===== src/include/rmp_pkg.sv =====
package rmp_pkg;

  // Register byte offsets
  localparam logic [7:0] RMP_OFS_CTRL   = 8'h00;
  localparam logic [7:0] RMP_OFS_COUNT  = 8'h04;
  localparam logic [7:0] RMP_OFS_FREQ   = 8'h08;
  localparam logic [7:0] RMP_OFS_SELECT = 8'h0c;
  localparam logic [7:0] RMP_OFS_CHAN   = 8'h10;
  localparam logic [7:0] RMP_OFS_STATUS = 8'h14;
  localparam logic [7:0] RMP_OFS_CURPOS = 8'h18;

  // Control register fields
  localparam int RMP_CTRL_ACT    = 0;
  localparam int RMP_CTRL_MODE32 = 1;
  localparam int RMP_CTRL_ADAPT  = 2;
  localparam int RMP_CTRL_ADAPT2 = 3;
  localparam int RMP_CTRL_RUN    = 4;
  localparam int RMP_CTRL_W      = 5;

  // Select register fields
  localparam int RMP_SEL_PULSE_LSB = 0;
  localparam int RMP_SEL_DIR_LSB   = 2;

  // Channel register fields
  localparam int RMP_CHAN_FWD_LSB  = 0;
  localparam int RMP_CHAN_REV_LSB  = 4;
  localparam int RMP_CHAN_STOP_LSB = 8;

  // Status register fields
  localparam int RMP_ST_DONE     = 0;
  localparam int RMP_ST_ABN      = 1;
  localparam int RMP_ST_BUSY_LSB = 2;
  localparam int RMP_ST_ACT_LSB  = 6;
  localparam int RMP_ST_DIR      = 10;

  // Reset values
  localparam logic [31:0] RMP_RST_WORD = 32'h0000_0000;

  // Timing and ranges
  localparam logic [24:0] RMP_CLK_HZ      = 25'd20_000_000;
  localparam logic [17:0] RMP_FREQ_MIN    = 18'd10;
  localparam logic [17:0] RMP_FREQ_MAX16  = 18'd32_767;
  localparam logic [17:0] RMP_FREQ_MAXADP = 18'd200_000;
  localparam logic [17:0] RMP_FREQ_MAXTR  = 18'd100_000;
  localparam logic signed [31:0] RMP_CNT_MAX32 = 32'sd999_999;
  localparam logic signed [31:0] RMP_CNT_MIN32 = -32'sd999_999;

  typedef enum logic [3:0]
  {
    RMP_IDLE  = 4'b0001,
    RMP_RUN   = 4'b0010,
    RMP_DECEL = 4'b0100,
    RMP_ABORT = 4'b1000
  } rmp_state_t;

  typedef enum logic [1:0]
  {
    RMP_WHY_NONE  = 2'd0,
    RMP_WHY_DROP  = 2'd1,
    RMP_WHY_LIMIT = 2'd2,
    RMP_WHY_STOP  = 2'd3
  } rmp_why_t;

endpackage : rmp_pkg


===== src/rmp_top.sv =====
// Function
// - 32-bit adapter path accepts 10..200000 Hz.
// - 32-bit transistor path accepts 10..100000 Hz.
// - Pulse train goes to the channel chosen by the pulse selector.
// - Adapter channels 2 and 3 exist only with a second adapter.
// - Adapter direction appears on paired outputs 4 to 7.
// - Transistor path drives direction on the chosen destination output.
// - One shared read-only completion flag marks a finished move.
// - One shared read-only abnormal-end flag marks an abnormal end.
// - Each channel shows a read-only busy flag while pulsing.
// - Writable stop command bits, cleared when run changes to stop.
// - Limit in travel direction decelerates, stops, then flags abnormal end.
// - Positive count drives forward raising position, negative reverse lowering.
// - Withdrawn activation decelerates to stop without completion flag.
// - Operand changes during a move wait for the next activation.
//
// The register addresses and the AHB-Lite register port are this design's own decisions.
`timescale 1ns/100ps
`default_nettype none

module rmp_top
  import rmp_pkg::*;
(
  input  wire logic        mclk,
  input  wire logic        resetn,
  input  wire logic        hsel,
  input  wire logic [31:0] haddr,
  input  wire logic [1:0]  htrans,
  input  wire logic        hwrite,
  input  wire logic [2:0]  hsize,
  input  wire logic [31:0] hwdata,
  input  wire logic        hready,
  output logic      [31:0] hrdata,
  output logic             hreadyout,
  output logic             hresp,
  output logic             pulse_output_0,
  output logic             pulse_output_1,
  output logic             pulse_output_2,
  output logic             pulse_output_3,
  output logic             direction_output_4,
  output logic             direction_output_5,
  output logic             direction_output_6,
  output logic             direction_output_7,
  output logic      [7:0]  direction_transistor_out
);

  // Software-visible state
  logic [RMP_CTRL_W-1:0] ctrl;
  logic [31:0]           relative_pulse_count;
  logic [17:0]           pulse_frequency_setting;
  logic [1:0]            pulse_output_selector;
  logic [2:0]            direction_output_destination;
  logic [3:0]            forward_limit;
  logic [3:0]            reverse_limit;
  logic [3:0]            stop_command;
  logic                  move_complete_flag;
  logic                  move_abnormal_end_flag;
  logic signed [31:0]    current_position;

  // Bus address phase capture
  logic                  wr_pend;
  logic [7:0]            wr_addr;

  // Engine state
  rmp_state_t            state;
  rmp_why_t              why;
  logic                  act_q;
  logic                  run_q;
  logic [1:0]            sel_l;
  logic [2:0]            dest_l;
  logic                  adapt_l;
  logic                  fwd_l;
  logic [19:0]           remaining;
  logic [17:0]           freq_w;
  logic [24:0]           acc;
  logic                  pulse_lvl;

  logic                  addr_ok;
  logic                  act;
  logic                  run_on;
  logic                  act_rise;
  logic                  moving;
  logic signed [31:0]    cnt_eff;
  logic [31:0]           cnt_mag;
  logic [17:0]           freq_eff;
  logic                  start_ok;
  logic [25:0]           acc_sum;
  logic                  tick;
  logic                  fall;
  logic                  last;
  logic                  lim_hit;
  logic [17:0]           freq_half;

  function automatic logic [31:0] rmp_abs(input logic signed [31:0] v);
    rmp_abs = v[31] ? 32'(-v) : 32'(v);
  endfunction : rmp_abs

  // Operand check at activation
  function automatic logic rmp_valid(input logic signed [31:0] cnt,
                                     input logic [17:0]        frq,
                                     input logic               m32,
                                     input logic               adp,
                                     input logic               adp2,
                                     input logic [1:0]         sel);
    logic cnt_ok;
    logic frq_ok;
    logic sel_ok;
    cnt_ok = (cnt != 32'sd0) &&
             (!m32 || (cnt <= RMP_CNT_MAX32 && cnt >= RMP_CNT_MIN32));
    if (!m32)
      frq_ok = frq >= RMP_FREQ_MIN && frq <= RMP_FREQ_MAX16;
    else if (adp)
      frq_ok = frq >= RMP_FREQ_MIN && frq <= RMP_FREQ_MAXADP;
    else
      frq_ok = frq >= RMP_FREQ_MIN && frq <= RMP_FREQ_MAXTR;
    if (adp)
      sel_ok = !sel[1] || adp2;
    else
      sel_ok = sel != 2'd3;
    rmp_valid = cnt_ok && frq_ok && sel_ok;
  endfunction : rmp_valid

  assign addr_ok   = hsel && hready && htrans[1];
  assign hreadyout = 1'b1;
  assign hresp     = 1'b0;

  assign act      = ctrl[RMP_CTRL_ACT];
  assign run_on   = ctrl[RMP_CTRL_RUN];
  assign act_rise = act && !act_q;
  assign moving   = state == RMP_RUN || state == RMP_DECEL;

  // 16-bit mode only looks at the low halfword
  assign cnt_eff  = ctrl[RMP_CTRL_MODE32] ? $signed(relative_pulse_count)
                  : 32'($signed(relative_pulse_count[15:0]));
  assign freq_eff = ctrl[RMP_CTRL_MODE32] ? pulse_frequency_setting
                  : {2'b00, pulse_frequency_setting[15:0]};
  assign cnt_mag  = rmp_abs(cnt_eff);
  assign start_ok = rmp_valid(cnt_eff, freq_eff, ctrl[RMP_CTRL_MODE32],
                              ctrl[RMP_CTRL_ADAPT], ctrl[RMP_CTRL_ADAPT2],
                              pulse_output_selector);

  // Half periods from a phase accumulator; no divide needed
  assign acc_sum   = {1'b0, acc} + {7'd0, freq_w, 1'b0};
  assign tick      = moving && (acc_sum >= {1'b0, RMP_CLK_HZ});
  assign fall      = tick && pulse_lvl;
  assign last      = remaining == 20'd1;
  assign lim_hit   = fwd_l ? forward_limit[sel_l] : reverse_limit[sel_l];
  assign freq_half = {1'b0, freq_w[17:1]};

  // Bus write address capture
  always_ff @(posedge mclk)
  begin
    if (!resetn)
    begin
      wr_pend <= 1'b0;
      wr_addr <= 8'h00;
    end
    else if (hready)
    begin
      wr_pend <= addr_ok && hwrite;
      wr_addr <= {haddr[7:2], 2'b00};
    end
  end

  // Read data registered in the address phase, unmapped reads zero
  always_ff @(posedge mclk)
  begin
    if (!resetn)
      hrdata <= RMP_RST_WORD;
    else if (addr_ok && !hwrite)
    begin
      case ({haddr[7:2], 2'b00})
        RMP_OFS_CTRL:   hrdata <= {27'd0, ctrl};
        RMP_OFS_COUNT:  hrdata <= relative_pulse_count;
        RMP_OFS_FREQ:   hrdata <= {14'd0, pulse_frequency_setting};
        RMP_OFS_SELECT: hrdata <= {27'd0, direction_output_destination,
                                   pulse_output_selector};
        RMP_OFS_CHAN:   hrdata <= {20'd0, stop_command, reverse_limit,
                                   forward_limit};
        RMP_OFS_STATUS: hrdata <= {21'd0, fwd_l,
                                   act_flags(),
                                   busy_flags(),
                                   move_abnormal_end_flag,
                                   move_complete_flag};
        RMP_OFS_CURPOS: hrdata <= current_position;
        default:        hrdata <= RMP_RST_WORD;
      endcase
    end
  end

  function automatic logic [3:0] busy_flags();
    busy_flags = moving ? 4'(1 << sel_l) : 4'd0;
  endfunction : busy_flags

  function automatic logic [3:0] act_flags();
    act_flags = (moving && act) ? 4'(1 << sel_l) : 4'd0;
  endfunction : act_flags

  // Operand and control registers; reads of flags have no side effect
  always_ff @(posedge mclk)
  begin
    if (!resetn)
    begin
      ctrl                         <= '0;
      relative_pulse_count         <= RMP_RST_WORD;
      pulse_frequency_setting      <= '0;
      pulse_output_selector        <= '0;
      direction_output_destination <= '0;
      forward_limit                <= '0;
      reverse_limit                <= '0;
    end
    else if (wr_pend)
    begin
      case (wr_addr)
        RMP_OFS_CTRL:  ctrl <= hwdata[RMP_CTRL_W-1:0];
        RMP_OFS_COUNT: relative_pulse_count <= hwdata;
        RMP_OFS_FREQ:  pulse_frequency_setting <= hwdata[17:0];
        RMP_OFS_SELECT:
        begin
          pulse_output_selector <= hwdata[RMP_SEL_PULSE_LSB +: 2];
          direction_output_destination <= hwdata[RMP_SEL_DIR_LSB +: 3];
        end
        RMP_OFS_CHAN:
        begin
          forward_limit <= hwdata[RMP_CHAN_FWD_LSB +: 4];
          reverse_limit <= hwdata[RMP_CHAN_REV_LSB +: 4];
        end
        default: ;
      endcase
    end
  end

  // Stop commands drop on the run-to-stop edge, which beats a write
  always_ff @(posedge mclk)
  begin
    if (!resetn)
      stop_command <= 4'd0;
    else if (run_q && !run_on)
      stop_command <= 4'd0;
    else if (wr_pend && wr_addr == RMP_OFS_CHAN)
      stop_command <= hwdata[RMP_CHAN_STOP_LSB +: 4];
  end

  always_ff @(posedge mclk)
  begin
    if (!resetn)
    begin
      act_q <= 1'b0;
      run_q <= 1'b0;
    end
    else
    begin
      act_q <= act;
      run_q <= run_on;
    end
  end

  // Move sequencer
  always_ff @(posedge mclk)
  begin
    if (!resetn)
    begin
      state     <= RMP_IDLE;
      why       <= RMP_WHY_NONE;
      sel_l     <= 2'd0;
      dest_l    <= 3'd0;
      adapt_l   <= 1'b0;
      fwd_l     <= 1'b0;
      remaining <= 20'd0;
      freq_w    <= 18'd0;
    end
    else
    begin
      case (state)
        RMP_IDLE:
        begin
          if (act_rise && run_on && start_ok)
          begin
            // Operands frozen here until the next activation
            sel_l     <= pulse_output_selector;
            dest_l    <= direction_output_destination;
            adapt_l   <= ctrl[RMP_CTRL_ADAPT];
            fwd_l     <= !cnt_eff[31];
            remaining <= cnt_mag[19:0];
            freq_w    <= freq_eff;
            why       <= RMP_WHY_NONE;
            state     <= RMP_RUN;
          end
        end
        RMP_RUN:
        begin
          if (!run_on)
            state <= RMP_ABORT;
          else if (fall && last)
            state <= RMP_IDLE;
          else if (!act)
          begin
            why   <= RMP_WHY_DROP;
            state <= RMP_DECEL;
          end
          else if (lim_hit)
          begin
            why   <= RMP_WHY_LIMIT;
            state <= RMP_DECEL;
          end
          else if (stop_command[sel_l])
          begin
            why   <= RMP_WHY_STOP;
            state <= RMP_DECEL;
          end
          if (fall)
            remaining <= remaining - 20'd1;
        end
        RMP_DECEL:
        begin
          // Halve rate each pulse; never overruns the requested count
          if (!run_on)
            state <= RMP_ABORT;
          else if (fall)
          begin
            remaining <= remaining - 20'd1;
            freq_w    <= freq_half;
            if (last || freq_half < RMP_FREQ_MIN)
              state <= RMP_IDLE;
          end
        end
        RMP_ABORT:
          state <= RMP_IDLE;
        default:
          state <= RMP_IDLE;
      endcase
    end
  end

  // Shared end flags: cleared at a valid start, set at an end other than a withdrawn activation
  always_ff @(posedge mclk)
  begin
    if (!resetn)
    begin
      move_complete_flag     <= 1'b0;
      move_abnormal_end_flag <= 1'b0;
    end
    else if (state == RMP_IDLE && act_rise)
    begin
      move_complete_flag     <= 1'b0;
      move_abnormal_end_flag <= !(run_on && start_ok);
    end
    else if (state == RMP_RUN && run_on && fall && last)
      move_complete_flag <= 1'b1;
    else if (state == RMP_DECEL && run_on && fall &&
             (last || freq_half < RMP_FREQ_MIN) && why != RMP_WHY_DROP)
      move_abnormal_end_flag <= 1'b1;
    else if (state == RMP_ABORT)
      move_abnormal_end_flag <= 1'b1;
  end

  // Pulse generator and position counter
  always_ff @(posedge mclk)
  begin
    if (!resetn)
    begin
      acc              <= 25'd0;
      pulse_lvl        <= 1'b0;
      current_position <= 32'sd0;
    end
    else if (!moving)
    begin
      acc       <= 25'd0;
      pulse_lvl <= 1'b0;
    end
    else if (tick)
    begin
      acc       <= 25'(acc_sum - {1'b0, RMP_CLK_HZ});
      pulse_lvl <= !pulse_lvl;
      if (pulse_lvl)
        current_position <= fwd_l ? current_position + 32'sd1
                                  : current_position - 32'sd1;
    end
    else
      acc <= acc_sum[24:0];
  end

  // Output routing from flip-flops
  always_ff @(posedge mclk)
  begin
    if (!resetn)
    begin
      pulse_output_0           <= 1'b0;
      pulse_output_1           <= 1'b0;
      pulse_output_2           <= 1'b0;
      pulse_output_3           <= 1'b0;
      direction_output_4       <= 1'b0;
      direction_output_5       <= 1'b0;
      direction_output_6       <= 1'b0;
      direction_output_7       <= 1'b0;
      direction_transistor_out <= 8'h00;
    end
    else
    begin
      pulse_output_0 <= moving && pulse_lvl && sel_l == 2'd0;
      pulse_output_1 <= moving && pulse_lvl && sel_l == 2'd1;
      pulse_output_2 <= moving && pulse_lvl && sel_l == 2'd2;
      pulse_output_3 <= moving && pulse_lvl && sel_l == 2'd3;
      // Direction holds after the move so the amplifier sees no glitch
      if (moving && adapt_l)
      begin
        direction_output_4 <= sel_l == 2'd0 ? fwd_l : direction_output_4;
        direction_output_5 <= sel_l == 2'd1 ? fwd_l : direction_output_5;
        direction_output_6 <= sel_l == 2'd2 ? fwd_l : direction_output_6;
        direction_output_7 <= sel_l == 2'd3 ? fwd_l : direction_output_7;
      end
      if (moving && !adapt_l)
        direction_transistor_out[dest_l] <= fwd_l;
    end
  end

endmodule : rmp_top

`default_nettype wire


===== config.mk =====
export PLATFORM = sky130hd
export DESIGN_NAME = rmp_top
export DESIGN_NICKNAME = d
export VERILOG_FILES = /design/src/include/rmp_pkg.sv /design/src/rmp_top.sv
export SDC_FILE = /design/constraint.sdc
export NUM_CORES = 1
export LEC_CHECK = 0
export ABC_AREA = 0
export BUFFER_PORTS_ARGS = -buffer_cell sky130_fd_sc_hd__buf_2
export CAP_MARGIN = 0
export CORE_ASPECT_RATIO = 1.5
export CORE_MARGIN = 4
export CORE_UTILIZATION = 29
export CTS_BUF_LIST = sky130_fd_sc_hd__clkbuf_8
export DETAILED_ROUTE_END_ITERATION = 6
export PLACE_DENSITY = 0.52
export SYNTH_ARGS = -nofsm -noshare
export SYNTH_HDL_FRONTEND = slang
export SYNTH_SLANG_ARGS = --single-unit
export TNS_END_PERCENT = 5

===== constraint.sdc =====
create_clock -name mclk -period 11.2 [get_ports mclk]
set_input_delay 1.12 -clock mclk [delete_from_list [all_inputs] [get_ports mclk]]
set_output_delay 1.12 -clock mclk [all_outputs]
set_load 0.005 [all_outputs]

# Word-level counts from Yosys, hierarchy flattened
# Index checks and enable logic that the tools add are counted.
[totals]
register_bits = 240
input_bits = 74
out_inout_bits = 50
word_cells = 211
[classes]
add_sub_neg = 6
magnitude_cmp = 11
n_eq_ne = 30
shifts = 1
n_mux = 50
n_bitwise = 1
n_reduce_logical = 77
[op_table]
columns = ["cell", "n"]
rows = [
  ["$pmux 32 s7", 1],
  ["$mux 20", 4],
  ["$mux 18", 4],
  ["$mux 32", 2],
  ["$pmux 20 s3", 1],
  ["$mux 4", 11],
  ["$logic_and 1x1->1", 37],
  ["$pmux 18 s2", 1],
  ["$add 32x2->32 const B", 1],
  ["$ge 32x21->1 const B", 1],
  ["$le 32x21->1 const B", 1],
  ["$reduce_bool 32->1", 1],
  ["$sub 32x2->32 const B", 1],
  ["$add 25x19->26", 1],
  ["$ge 26x25->1 const B", 1],
  ["$mux 25", 1],
  ["$sub 25x25->25 const B", 1],
  ["$eq 6x2->1 const B", 4],
  ["$eq 6x3->1 const B", 4],
  ["$reduce_and 2->1", 12],
  ["$eq 20x1->1 const B", 1],
  ["$neg 20->20", 1],
  ["$sub 20x1->20 const B", 1],
  ["$ge 18x4->1 const B", 1],
  ["other kinds (39)", 82],
]

# Depth between registers and ports, before layout
# Gate-level depths: netlist (run 1).
[logic_depth]
ltp_word = 10
depth_mapped = 16
ltp_nobuf = 15

# Worst setup path after synthesis (run 1)
# Ideal clock, no wire load.
[synth_timing]
kind = "register to register"
from = "reg fwd_l"
to = "reg current_position[31]"
setup_time_ns = 0.070
arrival_ns = 3.788
slack_ns = 7.342
path_stages_with_launch = 15
period_less_slack_ns = 3.858
path_cell_list = "dfxtp_1 -> clkbuf_1 -> inv_1 -> ha_1 -> a211oi_1 -> o21bai_1 -> o41ai_1 -> o41ai_1 -> a221o_1 -> nand2_1 -> o21ai_0 -> a221oi_1 -> xnor2_1 -> or3_1 -> a21oi_1"
[synth_via]
elab_chain_cells = 1
[synth_rtl]
columns = ["item", "line_no", "rtl"]
rows = [
  ["start: declaration", "rmp_top.sv:72", "logic fwd_l;"],
  ["start signal: assignment", "rmp_top.sv:283", "fwd_l <= !cnt_eff[31];"],
  ["$mux 32", "rmp_top.sv:376", "current_position <= fwd_l ? current_position + 32'sd1"],
  ["end signal: assignment", "rmp_top.sv:376", ""],
  ["end: declaration", "rmp_top.sv:58", "logic signed [31:0] current_position;"],
]
# Every way passes these cells.
# A chain may end at the register's enable or synchronous reset.

# Final worst setup path (run 1)
[layout_timing]
from = "reg freq_w[0]"
to = "reg current_position[31]"
[layout_via]
elab_chain_cells = 4
[layout_rtl]
columns = ["item", "line_no", "rtl"]
rows = [
  ["start: declaration", "rmp_top.sv:74", "logic [17:0] freq_w;"],
  ["start signal: assignment", "rmp_top.sv:285", "freq_w <= freq_eff;"],
  ["start signal: assignment", "rmp_top.sv:322", "freq_w <= freq_half;"],
  ["$add 25x19->26", "rmp_top.sv:143", "assign acc_sum = {1'b0, acc} + {7'd0, freq_w, 1'b0};"],
  ["$ge 26x25->1", "rmp_top.sv:144", "assign tick = moving && (acc_sum >= {1'b0, RMP_CLK_HZ});"],
  ["$logic_and 1x1->1", "rmp_top.sv:144", ""],
  ["$reduce_and 3->1 (no line)", "-", ""],
]
# Every way passes these cells.

==> metrics.csv, run 1 <==
metric,value,unit
status,"complete, no violations",
slew_viol_final,0,
seqCellArea,4785,um^2
synth_seq_area_share,34.60,%
clk_latency,570,ps
fmax,0.1998,GHz
vias_per_cell,5.348,
period_share,44.69,%
dpl.cell_count,2279,
ant_nets,0,
cts_setup_buffers,0,
finalWorstSetupSlack,6195,ps
drive_gt1_share,11.92,%
yosys.cell_types.count,85,
r2r_slack,6190,ps
dp.final_hpwl,31.04,mm
crit_path_start,freq_w[0]$_SDFFE_PN0P_,
cts.clk_slew.worst_paths,60,ps
cts-hold-fix-buffers,0,
hold_violations,0,
fin_nets,1856,
ir_drop,0.07108,mV
avgRoutedWirePerCell,17.96,um
worstHoldPathCells,2,
cts_tree,built,
cp-start-kind,flip-flop,
fin_setup_tns,0,ps
relSlewSlack,30.80,%
clk_path_buf_depth,3,
cts_inserted_buffers,40,
synth_area_per_cell,8.261,um^2
fillers,4931,
power.density,110.0,nW/um^2
num_rows,97,
die_h,275.4,um
crit_type,flip-flop to flip-flop,
whs_endpoint,direction_output_6$_SDFFE_PN0P_,
hold_start,direction_output_6$_SDFFE_PN0P_,
max_cap_viol_count,0,
drt_first_pass_iters,5,
synthesis.yosys.warnings,0,
p_leak,6.248,nW
ios,124,
fin_cells,2348,
syn_inst,1674,
finalClockSkew,23.60,ps
crit-reg2reg-launch,freq_w[0]$_SDFFE_PN0P_,
finalSetupViolCount,0,
worstPathRequired,11680,ps
die_w,186.3,um
via_count,12560,
cts_root_buffer,clkbuf_8,
r2r_end,current_position[31]$_SDFFE_PN0P_,
core,46970,um^2
ys_ff_latch,239,
grt_first_pass_wirelength,67.02,mm
wl,42.17,mm
grt_pass1_vias,12420,
cts_sinks,239,
synthArstFlopShare,0,%
io_buffers,91,
worstHoldPathType,flip-flop to flip-flop,
cp-end-kind,flip-flop,
grt_overflow_total,0,
fin_crit,5005,ps
worst_pin_slew,1032,ps
ys.flop_type,dfxtp_1,
grt_max_degree,84,
dp_slack,6214,ps
netlist_area,13830,um^2
place_congestion,0.8695,
synth_edf_count,0,
grt_usage,16.16,%
dr.first_iter.drc_count,705,
drc_errors,0,
crit_arrival,5480,ps
dieArea,51310,um^2
worstPathMaxFanout,36,
multiInputGateArea,8541,um^2
area_growth_syn_to_layout,12.71,%
antenna_found_initial,1,
h-tree-depth,2,
rsz0062_at_grt,no,
rr_worst_depth,14,
cts-resized-gates,0,
syn-num-nets,1803,
start_util,29.44,%
==> worst max-delay path, stage by stage (launching register included) <==
cell      delay, ps
dfxtp_1         310
ha_1            240
fa_1            410
a21o_1          220
a22o_1          250
o311ai_1        260
a211oi_1        180
or4_1           580
a311oi_1        490
o221ai_2        200
a31oi_4         710
nand3_2         120
buf_4           350
or3_1           420
a21oi_1         140
==> layout by cell type (no fill, tap or decap), types with 9 or more instances in the layout <==
master    count
a221oi_1     23
dfxtp_1     239
xor2_1       22
buf_4        21
a31oi_1      11
buf_2        91
o21ai_0      69
o21bai_1     10
a21o_1       27
clkbuf_8     50
o22ai_1       9
nand2b_1      9
nor4_1       20
nand3_1      60
a21oi_1     121
inv_1        34
o21ai_1      10
o211ai_1     14
o31ai_1      22
ha_1         53
or3_1        13
nand4_1      16
a22oi_1      14
and3_1       22
nor3_1       47
a311oi_1      9
and2_1       12
xnor2_1      56
nor2_1      193
nand2_1     164
mux2i_1     131
a211oi_1     11
==> synthesized netlist by cell type, types with 10 or more instances <==
cell | number | area share, %
nand2_1 | 164 | 4.5
o211ai_1 | 14 | 0.76
and2_1 | 12 | 0.54
o31ai_1 | 22 | 1.2
o21ai_1 | 10 | 0.36
xor2_1 | 22 | 1.4
a221oi_1 | 23 | 1.5
a22oi_1 | 14 | 0.76
nor4_1 | 20 | 0.90
a21oi_1 | 121 | 4.4
mux2i_1 | 131 | 9.5
and3_1 | 22 | 1.0
clkbuf_1 | 82 | 2.2
nand4_1 | 16 | 0.72
or3_1 | 13 | 0.59
ha_1 | 53 | 4.8
a31oi_1 | 11 | 0.50
o21bai_1 | 10 | 0.54
nand3_1 | 60 | 2.2
inv_1 | 25 | 0.68
nor3_1 | 47 | 1.7
a211oi_1 | 11 | 0.60
o21ai_0 | 69 | 2.5
dfxtp_1 | 239 | 35
xnor2_1 | 56 | 3.5
a21o_1 | 27 | 1.5
nor2_1 | 195 | 5.3
==> metal layers <==
layer,track usage (%),up-vias,share of wire (%)
met2,30.70,200,53
met4,5.276,0,2.7
met3,1.622,61,2.8
met1,18.66,6077,41
met5,0,-,0
li1,-,6220,-
==> per-stage QoR <==
stage | area, um^2 | util (%) | total power [W] | hold slack, ps
3_5_place_dp | 14790 | 31.48 | 0.0009364 | 446.1
3_3_place_gp | 14790 | 31.48 | 0.0009357 | 443.6
4_1_cts | 15580 | 33.18 | 0.001741 | 454.1
2_1_floorplan | 13830 | - | 0.0009093 | 440.0
6_report | 15590 | 33.18 | 0.001715 | 448.3
5_1_grt | 15590 | 33.18 | 0.001775 | 488.2
==> state kept, by name, summed over array words and instances (netlist names), 4 cells and up <==
name,flops
freq_w,18
direction_transistor_out,8
pulse_frequency_setting,18
wr_addr,6
acc,24
reverse_limit,4
remaining,20
current_position,32
relative_pulse_count,32
state,4
hrdata,32
stop_command,4
forward_limit,4
ctrl,5
==> logic make-up after synthesis <==
family / share of synthesized area, %
AO/OA/AOI/OAI: 20.17
adder cells (fa/ha/maj): 5.085
flip-flops: 34.60
buffers and inverters: 3.737
XOR/XNOR: 5.058
other: 0.05431
AND/OR/NAND/NOR: 20.98
multiplexers: 10.31
==> worst max path at each step <==
stage / end / cells after the start / slack (ps)
after floorplan: current_position[31]$_SDFFE_PN0P_ / 14 / 7340
after global placement: current_position[31]$_SDFFE_PN0P_ / 14 / 6260
after detailed placement: current_position[31]$_SDFFE_PN0P_ / 14 / 6210
after CTS: current_position[31]$_SDFFE_PN0P_ / 14 / 6160
after global routing: current_position[31]$_SDFFE_PN0P_ / 15 / 5990
final: current_position[31]$_SDFFE_PN0P_ / 14 / 6190
==> where the power goes <==
group	internal (W)	switching [W]
clock	0.000425	0.000373
combinational	0.0000181	0.0000387
sequential	0.000856	0.00000490
==> layout make-up <==
type | count | share of cell area, %
multi-input cells | 1307 | 54.80
flip-flops and latches | 239 | 30.70
well taps | 594 | 4.768
clock buffers | 50 | 4.415
repair buffers | 112 | 3.934
clock inverters | 18 | 0.6904
inverters | 27 | 0.6823
diodes | 1 | 0.01606
Note: power is estimated with default switching activity, not from simulation.
==> inputs of run 2 (changes only) <==
--- a/config.mk
+++ b/config.mk
@@ -5,7 +5,7 @@
 export SDC_FILE = /design/constraint.sdc
 export NUM_CORES = 1
 export LEC_CHECK = 0
-export ABC_AREA = 0
+export ABC_AREA = 1
 export BUFFER_PORTS_ARGS = -buffer_cell sky130_fd_sc_hd__buf_2
 export CAP_MARGIN = 0
 export CORE_ASPECT_RATIO = 1.5
==> constraint.sdc (replaced) <==
create_clock -name mclk -period 4.8 [get_ports mclk]
set_input_delay 0.48 -clock mclk [delete_from_list [all_inputs] [get_ports mclk]]
set_output_delay 0.48 -clock mclk [all_outputs]
set_load 0.005 [all_outputs]
==> run 2 against run 1 <==
Area after synthesis is 5.4% higher; sequential power is 130% higher; critical path type unchanged; final cell count is 29% higher; register-to-register slack worse by 5600 ps; critical path depth is 7 higher; global-route usage is 3.0 points higher; die area is 5.2% higher.
==> metrics.csv, run 2 <==
metric,value,unit,change
finalClockSkew,37.80,ps,+14.20 ps
r2r_slack,620,ps,-5570 ps
ant_nets,0,,unchanged
fin_setup_tns,0,ps,unchanged
rr_worst_depth,21,,+7
status,"complete, no violations",,
area_growth_syn_to_layout,14.13,%,
relSlewSlack,24.82,%,-6.0 points
placed_area,15690,um^2,+6.1%
ir_drop,0.1995,mV,+180%
grt_pass1_vias,15090,,+22%
layout_common_cells,"nand2_1, inv_1, a21oi_1",,
worst_pin_slew,1125,ps,+92.59 ps
cts_sinks,239,,unchanged
num_rows,100,,+3.1%
die_h,282.5,um,+2.6%
place_congestion,0.9282,,+6.8%
die_w,191.0,um,+2.5%
final_common_cell,nand2_1,,
syn_inst,2252,,+35%
synth_top_cell_by_area,dfxtp_1,,
cp-start-kind,flip-flop,,
crit_arrival,4690,ps,-790 ps
io_buffers,91,,unchanged
dieArea,53970,um^2,+5.2%
worstHoldPathType,primary input to flip-flop,,
top_regs,"current_position: 32 flops, hrdata: 32 flops, relative_pulse_count: 32 flops",,
grt_first_pass_wirelength,81.68,mm,+22%
synthXorXnorAreaFrac,3.126,%,-1.9 points
drc_errors,0,,unchanged
ys_ff_latch,239,,unchanged
power.density,255.3,nW/um^2,+130%
wl,52.82,mm,+25%
fillers,5543,,+12%
grt_max_degree,110,,+31%
final_area,16630,um^2,+6.7%
cts_tree,built,,
synthAdderAreaFrac,4.826,%,-0.26 points
synth_edf_count,0,,unchanged
crit_type,flip-flop to flip-flop,,
cp-end-kind,flip-flop,,
synthSimpleGateAreaFrac,27.46,%,+6.5 points
worstPathMaxFanout,39,,+8.3%
whs_endpoint,wr_addr[6]$_SDFFE_PN0P_,,
period_share,86.99,%,+42 points
finish.utilization,33.48,%,+0.29 points
grt_usage,19.13,%,+3.0 points
synth_area_per_cell,6.470,um^2,-22%
fmax,0.2395,GHz,+20%
via_count,15220,,+21%
cts-resized-gates,0,,unchanged
drt_first_pass_iters,7,,+2
worstPathRequired,5320,ps,-6360 ps
muxShareOfSynthArea,0,%,-10 points
yosys.cell_types.count,55,,-35%
dp.final_hpwl,40.57,mm,+31%
finalSetupViolCount,0,,unchanged
crit-reg2reg-launch,freq_w[0]$_SDFFE_PN0P_,,
cts-hold-fix-buffers,0,,unchanged
h-tree-depth,2,,unchanged
synthArstFlopShare,0,%,unchanged
synthesis.yosys.warnings,0,,unchanged
dr.first_iter.drc_count,997,,+41%
synth_seq_area_share,32.84,%,-1.8 points
cts_inserted_buffers,43,,+7.5%
rsz0062_at_grt,no,,
syn-num-nets,2381,,+32%
cts_setup_buffers,0,,unchanged
synth_compound_area_share,21.84,%,+1.7 points
start_util,29.34,%,-0.11 points
hold_start,haddr[6],,
p_leak,7.232,nW,+16%
vias_per_cell,5.020,,-6.1%
max_cap_viol_count,0,,unchanged
clk_latency,600,ps,+30 ps
synth.top_cell.area_share,32.84,%,-1.8 points
r2r_end,current_position[11]$_SDFFE_PN0P_,,
ys_top_cells_by_count,"nand2_1, inv_1, a21oi_1, dfxtp_1, o21ai_0",,
avgRoutedWirePerCell,17.43,um,-3.0%
yosysMostFrequentCell,nand2_1,,
cts_root_buffer,clkbuf_8,,
synth_area_leaders,"dfxtp_1, nand2_1, a21oi_1, o21ai_0, inv_1",,
ios,124,,unchanged
cts.clk_slew.worst_paths,60,ps,about the same
netlist_area,14570,um^2,+5.4%
core,49670,um^2,+5.8%
drive_gt1_share,9.606,%,-2.3 points
fin_crit,4175,ps,-830.1 ps
clk_path_buf_depth,3,,unchanged
grt_overflow_total,0,,unchanged
ys.flop_type,dfxtp_1,,
worstHoldPathCells,3,,+1
slew_viol_final,0,,unchanged
fin_nets,2461,,+33%
antenna_found_initial,8,,+7
synth_top_family_by_area,simple AND/OR/NAND/NOR gates,,
hold_violations,0,,unchanged
## run 2: how the worst max path moves through the flow
stage | start | endpoint | slack (ps) | cells past startpoint
final | freq_w[0]$_SDFFE_PN0P_ | current_position[11]$_SDFFE_PN0P_ | 620 | 21
after global routing | freq_w[0]$_SDFFE_PN0P_ | current_position[2]$_SDFFE_PN0P_ | 220 | 21
after CTS | freq_w[0]$_SDFFE_PN0P_ | current_position[11]$_SDFFE_PN0P_ | 560 | 21
after detailed placement | freq_w[0]$_SDFFE_PN0P_ | current_position[11]$_SDFFE_PN0P_ | 590 | 21
after global placement | freq_w[0]$_SDFFE_PN0P_ | current_position[11]$_SDFFE_PN0P_ | 650 | 21
after floorplan | fwd_l$_SDFFE_PN0P_ | current_position[29]$_SDFFE_PN0P_ | 1730 | 16
## run 2: worst max-delay path: stages, from the launching register on
cell,delay (ps)
dfxtp_1,320
ha_1,240
fa_1,450
nand3_1,110
nand3_2,110
nand2_1,110
nand3_1,80
nand2_1,100
inv_1,70
ha_1,210
nor2_1,180
nand3_1,150
nand3_1,140
nand2_1,140
nand2_2,130
nand2_2,70
nand3_4,140
nand2_4,230
inv_2,620
buf_4,240
nor2_1,40
a211oi_1,150
## run 2: layout make-up
class | count | area [um^2] | share of cell area (%)
Antenna cell | 5 | 12.51 | 0.07524
Clock buffer | 54 | 743.2 | 4.469
Clock inverter | 22 | 182.7 | 1.098
Inverter | 292 | 1096 | 6.591
Multi-Input combinational cell | 1643 | 8358 | 50.26
Sequential cell | 239 | 4785 | 28.77
Tap cell | 663 | 829.5 | 4.988
Timing Repair Buffer | 113 | 623.1 | 3.747
## run 2: report_power, final
group	switching, W	internal [W]
registers	0.00000549	0.00199
logic	0.0000896	0.0000341
clock network	0.000950	0.00118
total	0.00104	0.00320
## run 2: per-layer routing
metal	part of all wire [%]	global-route usage [%]
met1	37	19.17
met2	54	38.09
met3	3.9	2.827
met4	5.1	9.066
met5	0.064	0
## run 2: per-stage QoR
| stage | instances | setup WS, ps | total power (W) | hold WS, ps |
|---|---|---|---|---|
| CTS | 3026 | 564.7 | 0.004319 | 106.8 |
| finish | 3031 | 624.6 | 0.004246 | 140.2 |
| detailed placement | 2950 | 593.5 | 0.002162 | 434.9 |
| global route | 3027 | 219.3 | 0.004414 | 156.1 |
| global placement | 2950 | 645.2 | 0.002160 | 432.7 |
| floorplan | 2252 | 1726 | 0.002106 | 431.1 |
## run 2: cells by family after synthesis
family,Yosys count
AO/OA/AOI/OAI,590
XOR/XNOR,52
adder cells (fa/ha/maj),55
buffers and inverters,370
flip-flops,239
other,2
AND/OR/NAND/NOR,944
